### config.mk
export PLATFORM = sky130hd
export DESIGN_NAME = ccc_top
export DESIGN_NICKNAME = d
export VERILOG_FILES = /design/src/ccc_pkg.sv /design/src/ccc_sync.sv /design/src/ccc_integ.sv /design/src/ccc_top.sv
export SDC_FILE = /design/constraint.sdc
export NUM_CORES = 1
export LEC_CHECK = 0
export BUFFER_PORTS_ARGS = -buffer_cell sky130_fd_sc_hd__buf_2
export CAP_MARGIN = 30
export CORE_ASPECT_RATIO = 0.75
export CORE_MARGIN = 3
export CORE_UTILIZATION = 36
export CTS_BUF_LIST = sky130_fd_sc_hd__clkbuf_2 sky130_fd_sc_hd__clkbuf_4 sky130_fd_sc_hd__clkbuf_8
export DETAILED_ROUTE_END_ITERATION = 6
export GPL_ROUTABILITY_DRIVEN = 0
export MAX_ROUTING_LAYER = met4
export RECOVER_POWER = 25
export SYNTH_ARGS = -nofsm -noshare
export SYNTH_HDL_FRONTEND = slang
export SYNTH_HIERARCHICAL = 1
export SYNTH_SLANG_ARGS = --single-unit
### constraint.sdc
create_clock -name clk_i -period 9.3 [get_ports clk_i]
set_input_delay 1.395 -clock clk_i [delete_from_list [all_inputs] [get_ports clk_i]]
set_output_delay 1.395 -clock clk_i [all_outputs]
set_load 0.05 [all_outputs]
### src/ccc_pkg.sv
// Notes on behaviour
// - Two-bit select picks period, 3.9 to 250 ms.
// - Integration restarts at once, no idle gap.
// - Calibration runs eight shorted-input measurements.
// - Offset stored in ten bits, done pulse raised.
// - Calibration request bit clears itself when done.
// - Clear request zeroes offset, count, accumulator; self-clears.
// - Hold freezes results; integrator keeps running.
// - Period ending under hold is discarded.
// - Dither set bit enables converter dithering.
// - Result clear leaves dither state alone.
// - Dither reset bit disables dithering.
// - Dither state readable as status bit.
// - After calibration gauge enters normal gauging itself.
// - Sample counter and accumulator readable by host.
// - Sample-done pulse on each result captured while gauging, not under hold.
// - Last integration result held in fourteen bits.
package ccc_pkg;
  localparam longint CLK_HZ      = 40_000_000;
  // Integration periods and modulator sample interval, in ns
  localparam longint PERIOD0_NS  = 3_900_000;
  localparam longint PERIOD1_NS  = 62_500_000;
  localparam longint PERIOD2_NS  = 125_000_000;
  localparam longint PERIOD3_NS  = 250_000_000;
  localparam longint MOD_TICK_NS = 32_000;

  function automatic int ns_to_cyc(input longint ns);
    longint c;
    c = (ns * CLK_HZ) / 64'd1_000_000_000;
    return (c < 1) ? 1 : int'(c);
  endfunction

  localparam int PERIOD0_CYC  = ns_to_cyc(PERIOD0_NS);
  localparam int PERIOD1_CYC  = ns_to_cyc(PERIOD1_NS);
  localparam int PERIOD2_CYC  = ns_to_cyc(PERIOD2_NS);
  localparam int PERIOD3_CYC  = ns_to_cyc(PERIOD3_NS);
  localparam int MOD_TICK_CYC = ns_to_cyc(MOD_TICK_NS);

  // Field widths
  localparam int INTEG_W  = 14;
  localparam int OFFSET_W = 10;
  localparam int COUNT_W  = 24;
  localparam int ACCUM_W  = 32;
  localparam int TIMER_W  = 24;
  localparam int CAL_RUNS = 8;
  localparam int CAL_SHIFT = 3;

  // Register byte addresses
  localparam logic [7:0] ADDR_CONTROL = 8'h00;
  localparam logic [7:0] ADDR_TOGGLE  = 8'h04;
  localparam logic [7:0] ADDR_OFFSET  = 8'h08;
  localparam logic [7:0] ADDR_INTEG   = 8'h0C;
  localparam logic [7:0] ADDR_COUNT   = 8'h10;
  localparam logic [7:0] ADDR_ACCUM   = 8'h14;
  localparam logic [7:0] ADDR_STATUS  = 8'h18;

  // gauge_control_reg fields
  localparam int CTL_PSEL_LO = 0;
  localparam int CTL_HOLD    = 2;
  localparam int CTL_CAL     = 3;
  localparam int CTL_CLEAR   = 4;
  // toggle_control_reg write strobes and read bits
  localparam int TGL_EN_SET  = 0;
  localparam int TGL_EN_CLR  = 1;
  localparam int TGL_DIT_SET = 2;
  localparam int TGL_DIT_CLR = 3;
  localparam int TGL_RD_EN   = 0;
  localparam int TGL_RD_DIT  = 1;
  // status fields
  localparam int STS_CAL     = 0;
  localparam int STS_RUN     = 1;

  typedef enum logic [1:0] {ST_OFF, ST_RUN, ST_CAL} ccc_state_t;
endpackage

### src/ccc_sync.sv
`timescale 1ns/100ps
module ccc_sync import ccc_pkg::*;
(
  input  wire logic clk_i,
  input  wire logic rst_i,
  input  wire logic d_i,
  output logic      q_o
);
  logic meta;
  logic next_meta;
  logic next_q;

  // Two stages; only the second stage is read
  always_comb
  begin
    next_meta = d_i;
    next_q    = meta;
  end

  always_ff @(posedge clk_i)
  begin
    if (rst_i)
    begin
      meta <= 1'b0;
      q_o  <= 1'b0;
    end
    else
    begin
      meta <= next_meta;
      q_o  <= next_q;
    end
  end
endmodule

### src/ccc_integ.sv
`timescale 1ns/100ps
module ccc_integ import ccc_pkg::*;
#(
  parameter int P0_CYC  = PERIOD0_CYC,
  parameter int P1_CYC  = PERIOD1_CYC,
  parameter int P2_CYC  = PERIOD2_CYC,
  parameter int P3_CYC  = PERIOD3_CYC,
  parameter int TICK_CYC = MOD_TICK_CYC
)
(
  input  wire logic                clk_i,
  input  wire logic                rst_i,
  input  wire logic                run_i,
  input  wire logic                restart_i,
  input  wire logic [1:0]          psel_i,
  input  wire logic                bit_i,
  output logic                     done_o,
  output logic signed [INTEG_W-1:0] result_o
);
  localparam logic signed [INTEG_W-1:0] MAXV = {1'b0, {(INTEG_W-1){1'b1}}};
  localparam logic signed [INTEG_W-1:0] MINV = {1'b1, {(INTEG_W-1){1'b0}}};

  logic [TIMER_W-1:0]        timer;
  logic [TIMER_W-1:0]        tick;
  logic signed [INTEG_W-1:0] acc;
  logic [TIMER_W-1:0]        next_timer;
  logic [TIMER_W-1:0]        next_tick;
  logic signed [INTEG_W-1:0] next_acc;
  logic                      next_done;
  logic signed [INTEG_W-1:0] next_result;
  logic [TIMER_W-1:0]        limit;

  // Four codes, four distinct lengths
  function automatic logic [TIMER_W-1:0] period_of(input logic [1:0] s);
    case (s)
      2'h0:    return TIMER_W'(P0_CYC - 1);
      2'h1:    return TIMER_W'(P1_CYC - 1);
      2'h2:    return TIMER_W'(P2_CYC - 1);
      default: return TIMER_W'(P3_CYC - 1);
    endcase
  endfunction

  // Up/down count of modulator ones, saturating at the field range
  always_comb
  begin
    limit       = period_of(psel_i);
    next_timer  = timer + 1'b1;
    next_tick   = tick + 1'b1;
    next_acc    = acc;
    next_done   = 1'b0;
    next_result = result_o;
    if (tick >= TIMER_W'(TICK_CYC - 1))
    begin
      next_tick = '0;
      // A one-bit signed literal would read as minus one here
      if (bit_i && acc != MAXV)
        next_acc = acc + INTEG_W'(1);
      else if (!bit_i && acc != MINV)
        next_acc = acc - INTEG_W'(1);
    end
    // Period end: hand over result and begin next at once
    if (timer >= limit)
    begin
      next_done   = 1'b1;
      next_result = next_acc;
      next_timer  = '0;
      next_tick   = '0;
      next_acc    = '0;
    end
    if (!run_i || restart_i)
    begin
      next_timer = '0;
      next_tick  = '0;
      next_acc   = '0;
      next_done  = 1'b0;
    end
  end

  always_ff @(posedge clk_i)
  begin
    if (rst_i)
    begin
      timer    <= '0;
      tick     <= '0;
      acc      <= '0;
      done_o   <= 1'b0;
      result_o <= '0;
    end
    else
    begin
      timer    <= next_timer;
      tick     <= next_tick;
      acc      <= next_acc;
      done_o   <= next_done;
      result_o <= next_result;
    end
  end
endmodule

### src/ccc_top.sv
`timescale 1ns/100ps
module ccc_top import ccc_pkg::*;
#(
  parameter int P0_CYC   = PERIOD0_CYC,
  parameter int P1_CYC   = PERIOD1_CYC,
  parameter int P2_CYC   = PERIOD2_CYC,
  parameter int P3_CYC   = PERIOD3_CYC,
  parameter int TICK_CYC = MOD_TICK_CYC
)
(
  input  wire logic        clk_i,
  input  wire logic        rst_i,
  // Classic Wishbone slave
  input  wire logic        wb_cyc_i,
  input  wire logic        wb_stb_i,
  input  wire logic        wb_we_i,
  input  wire logic [7:0]  wb_adr_i,
  input  wire logic [3:0]  wb_sel_i,
  input  wire logic [31:0] wb_dat_i,
  output logic [31:0]      wb_dat_o,
  output logic             wb_ack_o,
  // Converter side
  input  wire logic        mod_bit_i,
  output logic             conv_enable_o,
  output logic             short_inputs_o,
  output logic             dither_en_o,
  // Event pulses
  output logic             sample_done_o,
  output logic             cal_done_o
);
  logic                       mod_bit;
  logic                       integ_done;
  logic signed [INTEG_W-1:0]  integ_res;
  logic                       integ_restart;

  // Bus request phases
  logic        req;
  logic        wr_go;
  logic        next_ack;
  logic [31:0] next_dat;

  // Control state
  logic [1:0] period_select;
  logic       update_hold;
  logic       calibration_request;
  logic       result_clear_request;
  logic       gauge_enable;
  logic       dither_active;
  logic [1:0] next_period_select;
  logic       next_update_hold;
  logic       next_calibration_request;
  logic       next_result_clear_request;
  logic       next_gauge_enable;
  logic       next_dither_active;

  // Sequencer state
  ccc_state_t                      state;
  logic [2:0]                      cal_cnt;
  logic signed [INTEG_W+2:0]       cal_sum;
  logic signed [OFFSET_W-1:0]      offset_error_result;
  logic                            cal_finish;
  ccc_state_t                      next_state;
  logic [2:0]                      next_cal_cnt;
  logic signed [INTEG_W+2:0]       next_cal_sum;
  logic signed [OFFSET_W-1:0]      next_offset;
  logic                            next_cal_done;
  logic signed [INTEG_W+2:0]       sum_now;

  // Results
  logic signed [INTEG_W-1:0]  last_integration_result;
  logic [COUNT_W-1:0]         sample_count;
  logic [ACCUM_W-1:0]         charge_accumulator;
  logic signed [INTEG_W-1:0]  next_integ;
  logic [COUNT_W-1:0]         next_count;
  logic [ACCUM_W-1:0]         next_accum;
  logic                       next_sample_done;

  // Average of the calibration sum, clamped to the offset field
  function automatic logic signed [OFFSET_W-1:0] avg_offset(
    input logic signed [INTEG_W+2:0] s);
    logic signed [INTEG_W+2:0] a;
    a = s >>> CAL_SHIFT;
    if (a > (INTEG_W+3)'(2**(OFFSET_W-1) - 1))
      return {1'b0, {(OFFSET_W-1){1'b1}}};
    else if (a < -(INTEG_W+3)'(2**(OFFSET_W-1)))
      return {1'b1, {(OFFSET_W-1){1'b0}}};
    else
      return a[OFFSET_W-1:0];
  endfunction

  // Modulator output comes from the analog side
  ccc_sync u_sync (
    .clk_i (clk_i),
    .rst_i (rst_i),
    .d_i   (mod_bit_i),
    .q_o   (mod_bit)
  );

  ccc_integ #(
    .P0_CYC   (P0_CYC),
    .P1_CYC   (P1_CYC),
    .P2_CYC   (P2_CYC),
    .P3_CYC   (P3_CYC),
    .TICK_CYC (TICK_CYC)
  ) u_integ (
    .clk_i     (clk_i),
    .rst_i     (rst_i),
    .run_i     (gauge_enable),
    .restart_i (integ_restart),
    .psel_i    (period_select),
    .bit_i     (mod_bit),
    .done_o    (integ_done),
    .result_o  (integ_res)
  );

  // Writes commit on the edge where the master sees ack
  assign req   = wb_cyc_i & wb_stb_i;
  assign wr_go = req & wb_we_i & wb_ack_o & wb_sel_i[0];

  // Bus answer one cycle after the request; unmapped reads as zero
  always_comb
  begin
    next_ack = req & ~wb_ack_o;
    next_dat = '0;
    case (wb_adr_i)
      ADDR_CONTROL:
      begin
        next_dat[CTL_PSEL_LO +: 2] = period_select;
        next_dat[CTL_HOLD]         = update_hold;
        next_dat[CTL_CAL]          = calibration_request;
        next_dat[CTL_CLEAR]        = result_clear_request;
      end
      ADDR_TOGGLE:
      begin
        next_dat[TGL_RD_EN]  = gauge_enable;
        next_dat[TGL_RD_DIT] = dither_active;
      end
      ADDR_OFFSET: next_dat[OFFSET_W-1:0] = offset_error_result;
      ADDR_INTEG:  next_dat[INTEG_W-1:0]  = last_integration_result;
      ADDR_COUNT:  next_dat[COUNT_W-1:0]  = sample_count;
      ADDR_ACCUM:  next_dat               = charge_accumulator;
      ADDR_STATUS:
      begin
        next_dat[STS_CAL] = (state == ST_CAL);
        next_dat[STS_RUN] = (state == ST_RUN);
      end
      default:     next_dat = '0;
    endcase
  end

  always_ff @(posedge clk_i)
  begin
    if (rst_i)
    begin
      wb_ack_o <= 1'b0;
      wb_dat_o <= '0;
    end
    else
    begin
      wb_ack_o <= next_ack;
      wb_dat_o <= next_dat;
    end
  end

  // Control bits; a host set in the clearing cycle survives
  always_comb
  begin
    next_period_select        = period_select;
    next_update_hold          = update_hold;
    next_calibration_request  = calibration_request;
    next_result_clear_request = 1'b0;
    next_gauge_enable         = gauge_enable;
    next_dither_active        = dither_active;
    if (cal_finish)
      next_calibration_request = 1'b0;
    if (wr_go && wb_adr_i == ADDR_CONTROL)
    begin
      next_period_select        = wb_dat_i[CTL_PSEL_LO +: 2];
      next_update_hold          = wb_dat_i[CTL_HOLD];
      next_result_clear_request = wb_dat_i[CTL_CLEAR];
      if (wb_dat_i[CTL_CAL])
        next_calibration_request = 1'b1;
    end
    if (wr_go && wb_adr_i == ADDR_TOGGLE)
    begin
      if (wb_dat_i[TGL_EN_SET])
        next_gauge_enable = 1'b1;
      else if (wb_dat_i[TGL_EN_CLR])
        next_gauge_enable = 1'b0;
      if (wb_dat_i[TGL_DIT_SET])
        next_dither_active = 1'b1;
      else if (wb_dat_i[TGL_DIT_CLR])
        next_dither_active = 1'b0;
    end
  end

  always_ff @(posedge clk_i)
  begin
    if (rst_i)
    begin
      period_select        <= '0;
      update_hold          <= 1'b0;
      calibration_request  <= 1'b0;
      result_clear_request <= 1'b0;
      gauge_enable         <= 1'b0;
      dither_active        <= 1'b0;
    end
    else
    begin
      period_select        <= next_period_select;
      update_hold          <= next_update_hold;
      calibration_request  <= next_calibration_request;
      result_clear_request <= next_result_clear_request;
      gauge_enable         <= next_gauge_enable;
      dither_active        <= next_dither_active;
    end
  end

  // Sequencer: off, gauging, calibrating
  // A request made while disabled waits until the gauge is enabled
  always_comb
  begin
    next_state    = state;
    next_cal_cnt  = cal_cnt;
    next_cal_sum  = cal_sum;
    next_offset   = offset_error_result;
    next_cal_done = 1'b0;
    integ_restart = 1'b0;
    cal_finish    = 1'b0;
    sum_now       = cal_sum + (INTEG_W+3)'(integ_res);
    case (state)
      ST_OFF:
      begin
        if (gauge_enable)
          next_state = ST_RUN;
      end
      ST_RUN:
      begin
        if (!gauge_enable)
          next_state = ST_OFF;
        else if (calibration_request)
        begin
          // Restart so every calibration period is fully shorted
          integ_restart = 1'b1;
          next_cal_cnt  = '0;
          next_cal_sum  = '0;
          next_state    = ST_CAL;
        end
      end
      ST_CAL:
      begin
        if (!gauge_enable)
          next_state = ST_OFF;
        else if (integ_done)
        begin
          next_cal_sum = sum_now;
          next_cal_cnt = cal_cnt + 1'b1;
          if (cal_cnt == 3'(CAL_RUNS - 1))
          begin
            next_offset   = avg_offset(sum_now);
            next_cal_done = 1'b1;
            cal_finish    = 1'b1;
            next_state    = ST_RUN;
          end
        end
      end
      default: next_state = ST_OFF;
    endcase
    // A finishing calibration outranks a clear in the same cycle
    if (result_clear_request && !cal_finish)
      next_offset = '0;
  end

  always_ff @(posedge clk_i)
  begin
    if (rst_i)
    begin
      state               <= ST_OFF;
      cal_cnt             <= '0;
      cal_sum             <= '0;
      offset_error_result <= '0;
      cal_done_o          <= 1'b0;
    end
    else
    begin
      state               <= next_state;
      cal_cnt             <= next_cal_cnt;
      cal_sum             <= next_cal_sum;
      offset_error_result <= next_offset;
      cal_done_o          <= next_cal_done;
    end
  end

  // Result capture; a held period's value is simply dropped
  always_comb
  begin
    next_integ       = last_integration_result;
    next_count       = sample_count;
    next_accum       = charge_accumulator;
    next_sample_done = 1'b0;
    if (state == ST_RUN && integ_done && !update_hold)
    begin
      next_integ       = integ_res;
      next_count       = sample_count + 1'b1;
      next_accum       = charge_accumulator + ACCUM_W'(integ_res);
      next_sample_done = 1'b1;
    end
    if (result_clear_request)
    begin
      next_count = '0;
      next_accum = '0;
    end
  end

  always_ff @(posedge clk_i)
  begin
    if (rst_i)
    begin
      last_integration_result <= '0;
      sample_count            <= '0;
      charge_accumulator      <= '0;
      sample_done_o           <= 1'b0;
    end
    else
    begin
      last_integration_result <= next_integ;
      sample_count            <= next_count;
      charge_accumulator      <= next_accum;
      sample_done_o           <= next_sample_done;
    end
  end

  // Converter controls straight from state
  assign conv_enable_o  = gauge_enable;
  assign short_inputs_o = (state == ST_CAL);
  assign dither_en_o    = dither_active;
endmodule

=== After elaboration in Yosys (flattened, before gate mapping) ===
Cells that the tools add are included.

* Word-level logic and storage cells: 140
* Register bits after elaboration: 223
* Output and inout bits: 38

* Equality and inequality tests: 21
* $add $sub $neg: 8
* Reductions and logical operators: 30
* Bitwise gates (word level): 8
* Order comparisons: 4
* Muxes and demuxes: 44

{| class="wikitable"
|+ Operators by type and width
! cell !! count
|-
| $add 24x1->24 const B || 3
|-
| $pmux 24 s3 || 1
|-
| $mux 17 || 4
|-
| $mux 14 || 3
|-
| $pmux 17 s2 || 1
|-
| $add 32x32->32 || 1
|-
| $ne 14x14->1 const B || 2
|-
| $eq 8x5->1 const B || 3
|-
| $ge 24x11->1 const B || 1
|-
| $ge 24x24->1 || 1
|-
| $mux 10 || 2
|-
| $pmux 10 s2 || 1
|-
| $pmux 5 s4 || 1
|-
| $add 17x14->17 || 1
|-
| $eq 8x4->1 const B || 2
|-
| $mux 1 || 16
|-
| $pmux 3 s5 || 1
|-
| $add 14x2->14 const B || 1
|-
| $gt 14x10->1 const B || 1
|-
| $lt 14x10->1 const B || 1
|-
| $pmux 2 s7 || 1
|-
| $sub 14x2->14 const B || 1
|-
| $mux 2 || 6
|-
| $mux 3 || 4
|-
| other kinds (26) || 56
|}

=== Longest topological paths before layout ===
* Depth after elaboration: 8
* Depth in mapped cells: 13
* Depth with buffers taken out: 12

=== Cells and area by module ===
The synthesis kept the hierarchy.

{| class="wikitable"
|+ Modules (own cells, without submodules)
! module !! times used !! area each (um^2) !! sequential area each (um^2) !! cells each
|-
| ccc_top || 1 || 7,870.0 || 2,882.8 || 958
|-
| ccc_integ || 1 || 3,727.3 || 1,541.5 || 430
|-
| ccc_sync || 1 || 52.6 || 40.0 || 4
|}

=== Worst setup path after synthesis ===
Ideal clock, no wire load.

* Path kind: register to register
* Start: register u_integ.result_o[13]
* End: register charge_accumulator[31]
* Cell stages (with the launch flop): 11
* Path buffers: 0
* Data arrival time: 2,939 ps
* Data required time: 9,168 ps
* Slack: 6,229 ps
* Library setup time: 132 ps
* Clock period less this slack: 3,071 ps
* Path through: dfxtp_1 > ha_1 > a21oi_1 > a21o_1 > o311ai_0 > a2111oi_2 > o31ai_2 > a311oi_2 > mux2i_1 > a21o_1 > a21oi_1

* Cells in the longest elaborated chain, start to end: 1

{| class="wikitable"
|+ Ends and longest elaborated chain
! element !! RTL line !! source
|-
| start, declared || ccc_integ.sv:18 || <nowiki>output logic signed [INTEG_W-1:0] result_o</nowiki>
|-
| start signal, assigned || ccc_integ.sv:95 || <nowiki>result_o <= next_result;</nowiki>
|-
| $add 32x32->32 || ccc_top.sv:305 || <nowiki>next_accum = charge_accumulator + ACCUM_W'(integ_res);</nowiki>
|-
| end signal, assigned || ccc_top.sv:328 || <nowiki>charge_accumulator <= next_accum;</nowiki>
|-
| end, declared || ccc_top.sv:72 || <nowiki>logic [ACCUM_W-1:0] charge_accumulator;</nowiki>
|}

Every way passes these cells.
A chain may end at the register's enable or synchronous reset.

==> flow_summary_export.csv <==
group,metric,value,unit
yosys,syn_area_per_cell,8.37,sq um
cts,cts_buffer_depth,3,
yosys,synthSimpleGateAreaFrac,0.226,
cts,cts_root_buf,"clkbuf_8",
place,pre_cts_ws,5.65,ns
die,num_rows,56,
sta,layout_min_cycle_time,5.82,ns
yosys,netlist_area,11600,sq um
critical_path,crit_required,9.72,ns
power,power_leakage,5.29,nW
sta,period_share,0.625,
cts,cts_tree,"done",
sta,fmax,172,MHz
cts,cts_setup_buffers,0,
yosys,synthCells,1392,
drt,wl_per_cell,15.6,um
sta,fin_ws,3.48,ns
final_layout,drive_gt1_frac,0.103,
yosys,yosysMostFrequentCell,"dfxtp_1",
power,ir_drop,0.0000857,V
drt,drt_iter0_drc,824,
place,portBuffers,57,
global_route,grtUsageTotal,0.177,
sta,grt_setup_unrepaired,"no",
place,hpwl,21000,um
yosys,synth_mux_area_frac,0.00451,
sta,worst_clock_skew,0.0237,ns
sta,slew_viol_final,173,
critical_path,cp-start-kind,"primary input",
global_route,grt_pass1_wl,49100,um
yosys,yosys-top-cells-count,"dfxtp_1, nand2_1, nor2_1",
die,start_util,0.369,
drt,vias_per_cell,5.37,
drt,antenna_left,0,
critical_path,cp-end-kind,"flop",
cts,cts.clk_slew.worst_paths,0.06,ns
global_route,grt_max_degree,71,
sta,hold_viol,0,
yosys,synth.area.top_cells,"dfxtp_1, ha_1, a21oi_1, nand2_1, nor2_1",
place,placed_area,12400,sq um
yosys,synth_cell_type_count,78,
yosys,ys_seq_elements,223,
cts,htree_levels,2,
yosys,synth_warnings,6,
die,ios,88,
cts,cts.sinks,223,
drt,drc,1,
critical_path,cp_max_fo,70,
final_layout,layout.nets,1581,
yosys,async_flop_share,0,
die,core_area,31600,sq um
final_layout,stdcell_area,13300,sq um
final_layout,diodes,0,
drt,vias,10300,
yosys,synth-compound-area-share,0.195,
cts,clk_latency,0.55,ns
die,die_w,214,um
cts,cts_buffers,41,
job,maxCapViolCount,3,
power,p_per_area,150,nW/um^2
sta,relSlewSlack,-1.27,
power,total_power,1.99,mW
yosys,synth_edf_count,0,
yosys,synthAdderAreaFrac,0.0861,
yosys,yosysTopAreaCellShare,0.383,
die,die_area,34600,sq um
die,die_h,162,um
drt,routed_wl,29900,um
critical_path,arrival,6.23,ns
final_layout,area_growth,13.7,%
cts,cts_resized,0,
yosys,synth_xor_area_frac,0.0684,
global_route,antenna_found_initial,0,
sta,worst_slew_pin_slew,3.40,ns
drt,first_pass_iters,7,
yosys,yosysSeqAreaShare,0.383,
yosys,synthFlopType,"dfxtp_1",
final_layout,postLayoutCoreUtil,0.419,
cts,cts_hold_buffers,0,
sta,tns,0,ns
status,outcome,"finished with violations",
status,violations,"design-rule violations, max-capacitance violations, max-slew violations",
yosys,synth_top_family_by_area,"simple AND/OR/NAND/NOR gates",
global_route,grt_pass1_vias,9377,
min_path,hp-class,"reg -> reg",
yosys,yosys.area.top_type,"dfxtp_1",
critical_path,path_class,"in -> reg",
sta,finalSetupViolations,0,
global_route,overflow,0,
cell usage in the layout (no fill, tap or decap), types with 17 or more instances in the layout:
cell type and instances:
xnor2_1 44, o21ai_0 34, nand4_1 28, or3_1 17, dfxtp_1 223, a22oi_1 22
nand2_1 158, a21oi_1 130, ha_1 77, a211oi_1 19, inv_1 40, a21o_1 23
nor2_1 153, xor2_1 47, clkbuf_8 58, nor3_1 37, buf_2 48, nand3_1 47
and3_1 33
final cells by class:
type	count	area (sq um)
clock buffers	65	851
clock inverters	7	37.5
fillers	3137	18300
inverters	40	150
multi-input cells	1075	6820
flip-flops and latches	223	4460
well taps	435	544
repair buffers	71	384
final timing paths:
path	start	endpoint	slack (ns)	cells after the start
worst max-delay path	rst_i	wb_dat_o[0]	3.48	7
worst min-delay path	wb_ack_o	wb_ack_o	0.45	1
worst max register to register	state[0]	sample_count[23]	4.92	10
worst min register to register	wb_ack_o	wb_ack_o	0.45	1
cell families (layout without fill, tap and decap cells):
group | Yosys count | in the layout
AO/OA/AOI/OAI | 339 | 339
XOR/XNOR | 91 | 91
adder cells (fa/ha/maj) | 79 | 79
buffers and inverters | 106 | 183
flip-flops | 223 | 223
multiplexers | 5 | 5
other | 1 | 13
AND/OR/NAND/NOR | 548 | 548
flip-flops by register name, summed over array words and instances (netlist names), 17 cells and up:
signal,cells
charge_accumulator,32
wb_dat_o,32
sample_count,24
u_integ/tick,24
u_integ/timer,24
cal_sum,17
routing by layer:
layer / routed length (um) / global-route usage
met5: 0 / -
met4: 619 / 0.0498
met3: 1970 / 0.0326
met2: 11400 / 0.236
met1: 15800 / 0.270
worst max-delay path: stages:
cell      delay (ns)
clkbuf_1        0.19
clkbuf_1        2.43
inv_1           1.21
nand2_1         0.54
o21ai_0         0.15
inv_1           0.20
a31oi_1         0.07
stage by stage:
step / std cells / hold slack [ns]
2_1_floorplan: 1404 / 0.414
3_3_place_gp: 1843 / 0.426
3_5_place_dp: 1844 / 0.435
4_1_cts: 1916 / 0.450
5_1_grt: 1916 / 0.463
6_report: 1916 / 0.450
power by group:
part / switching (mW) / leakage, nW / total, mW / internal (mW)
sequential: 0.00126 / 1.80 / 0.961 / 0.959
combinational: 0.0240 / 3.02 / 0.0335 / 0.00959
clock: 0.416 / 0.473 / 0.994 / 0.578
total: 0.441 / 5.29 / 1.99 / 1.55
Note: power is estimated with default switching activity, not from simulation.
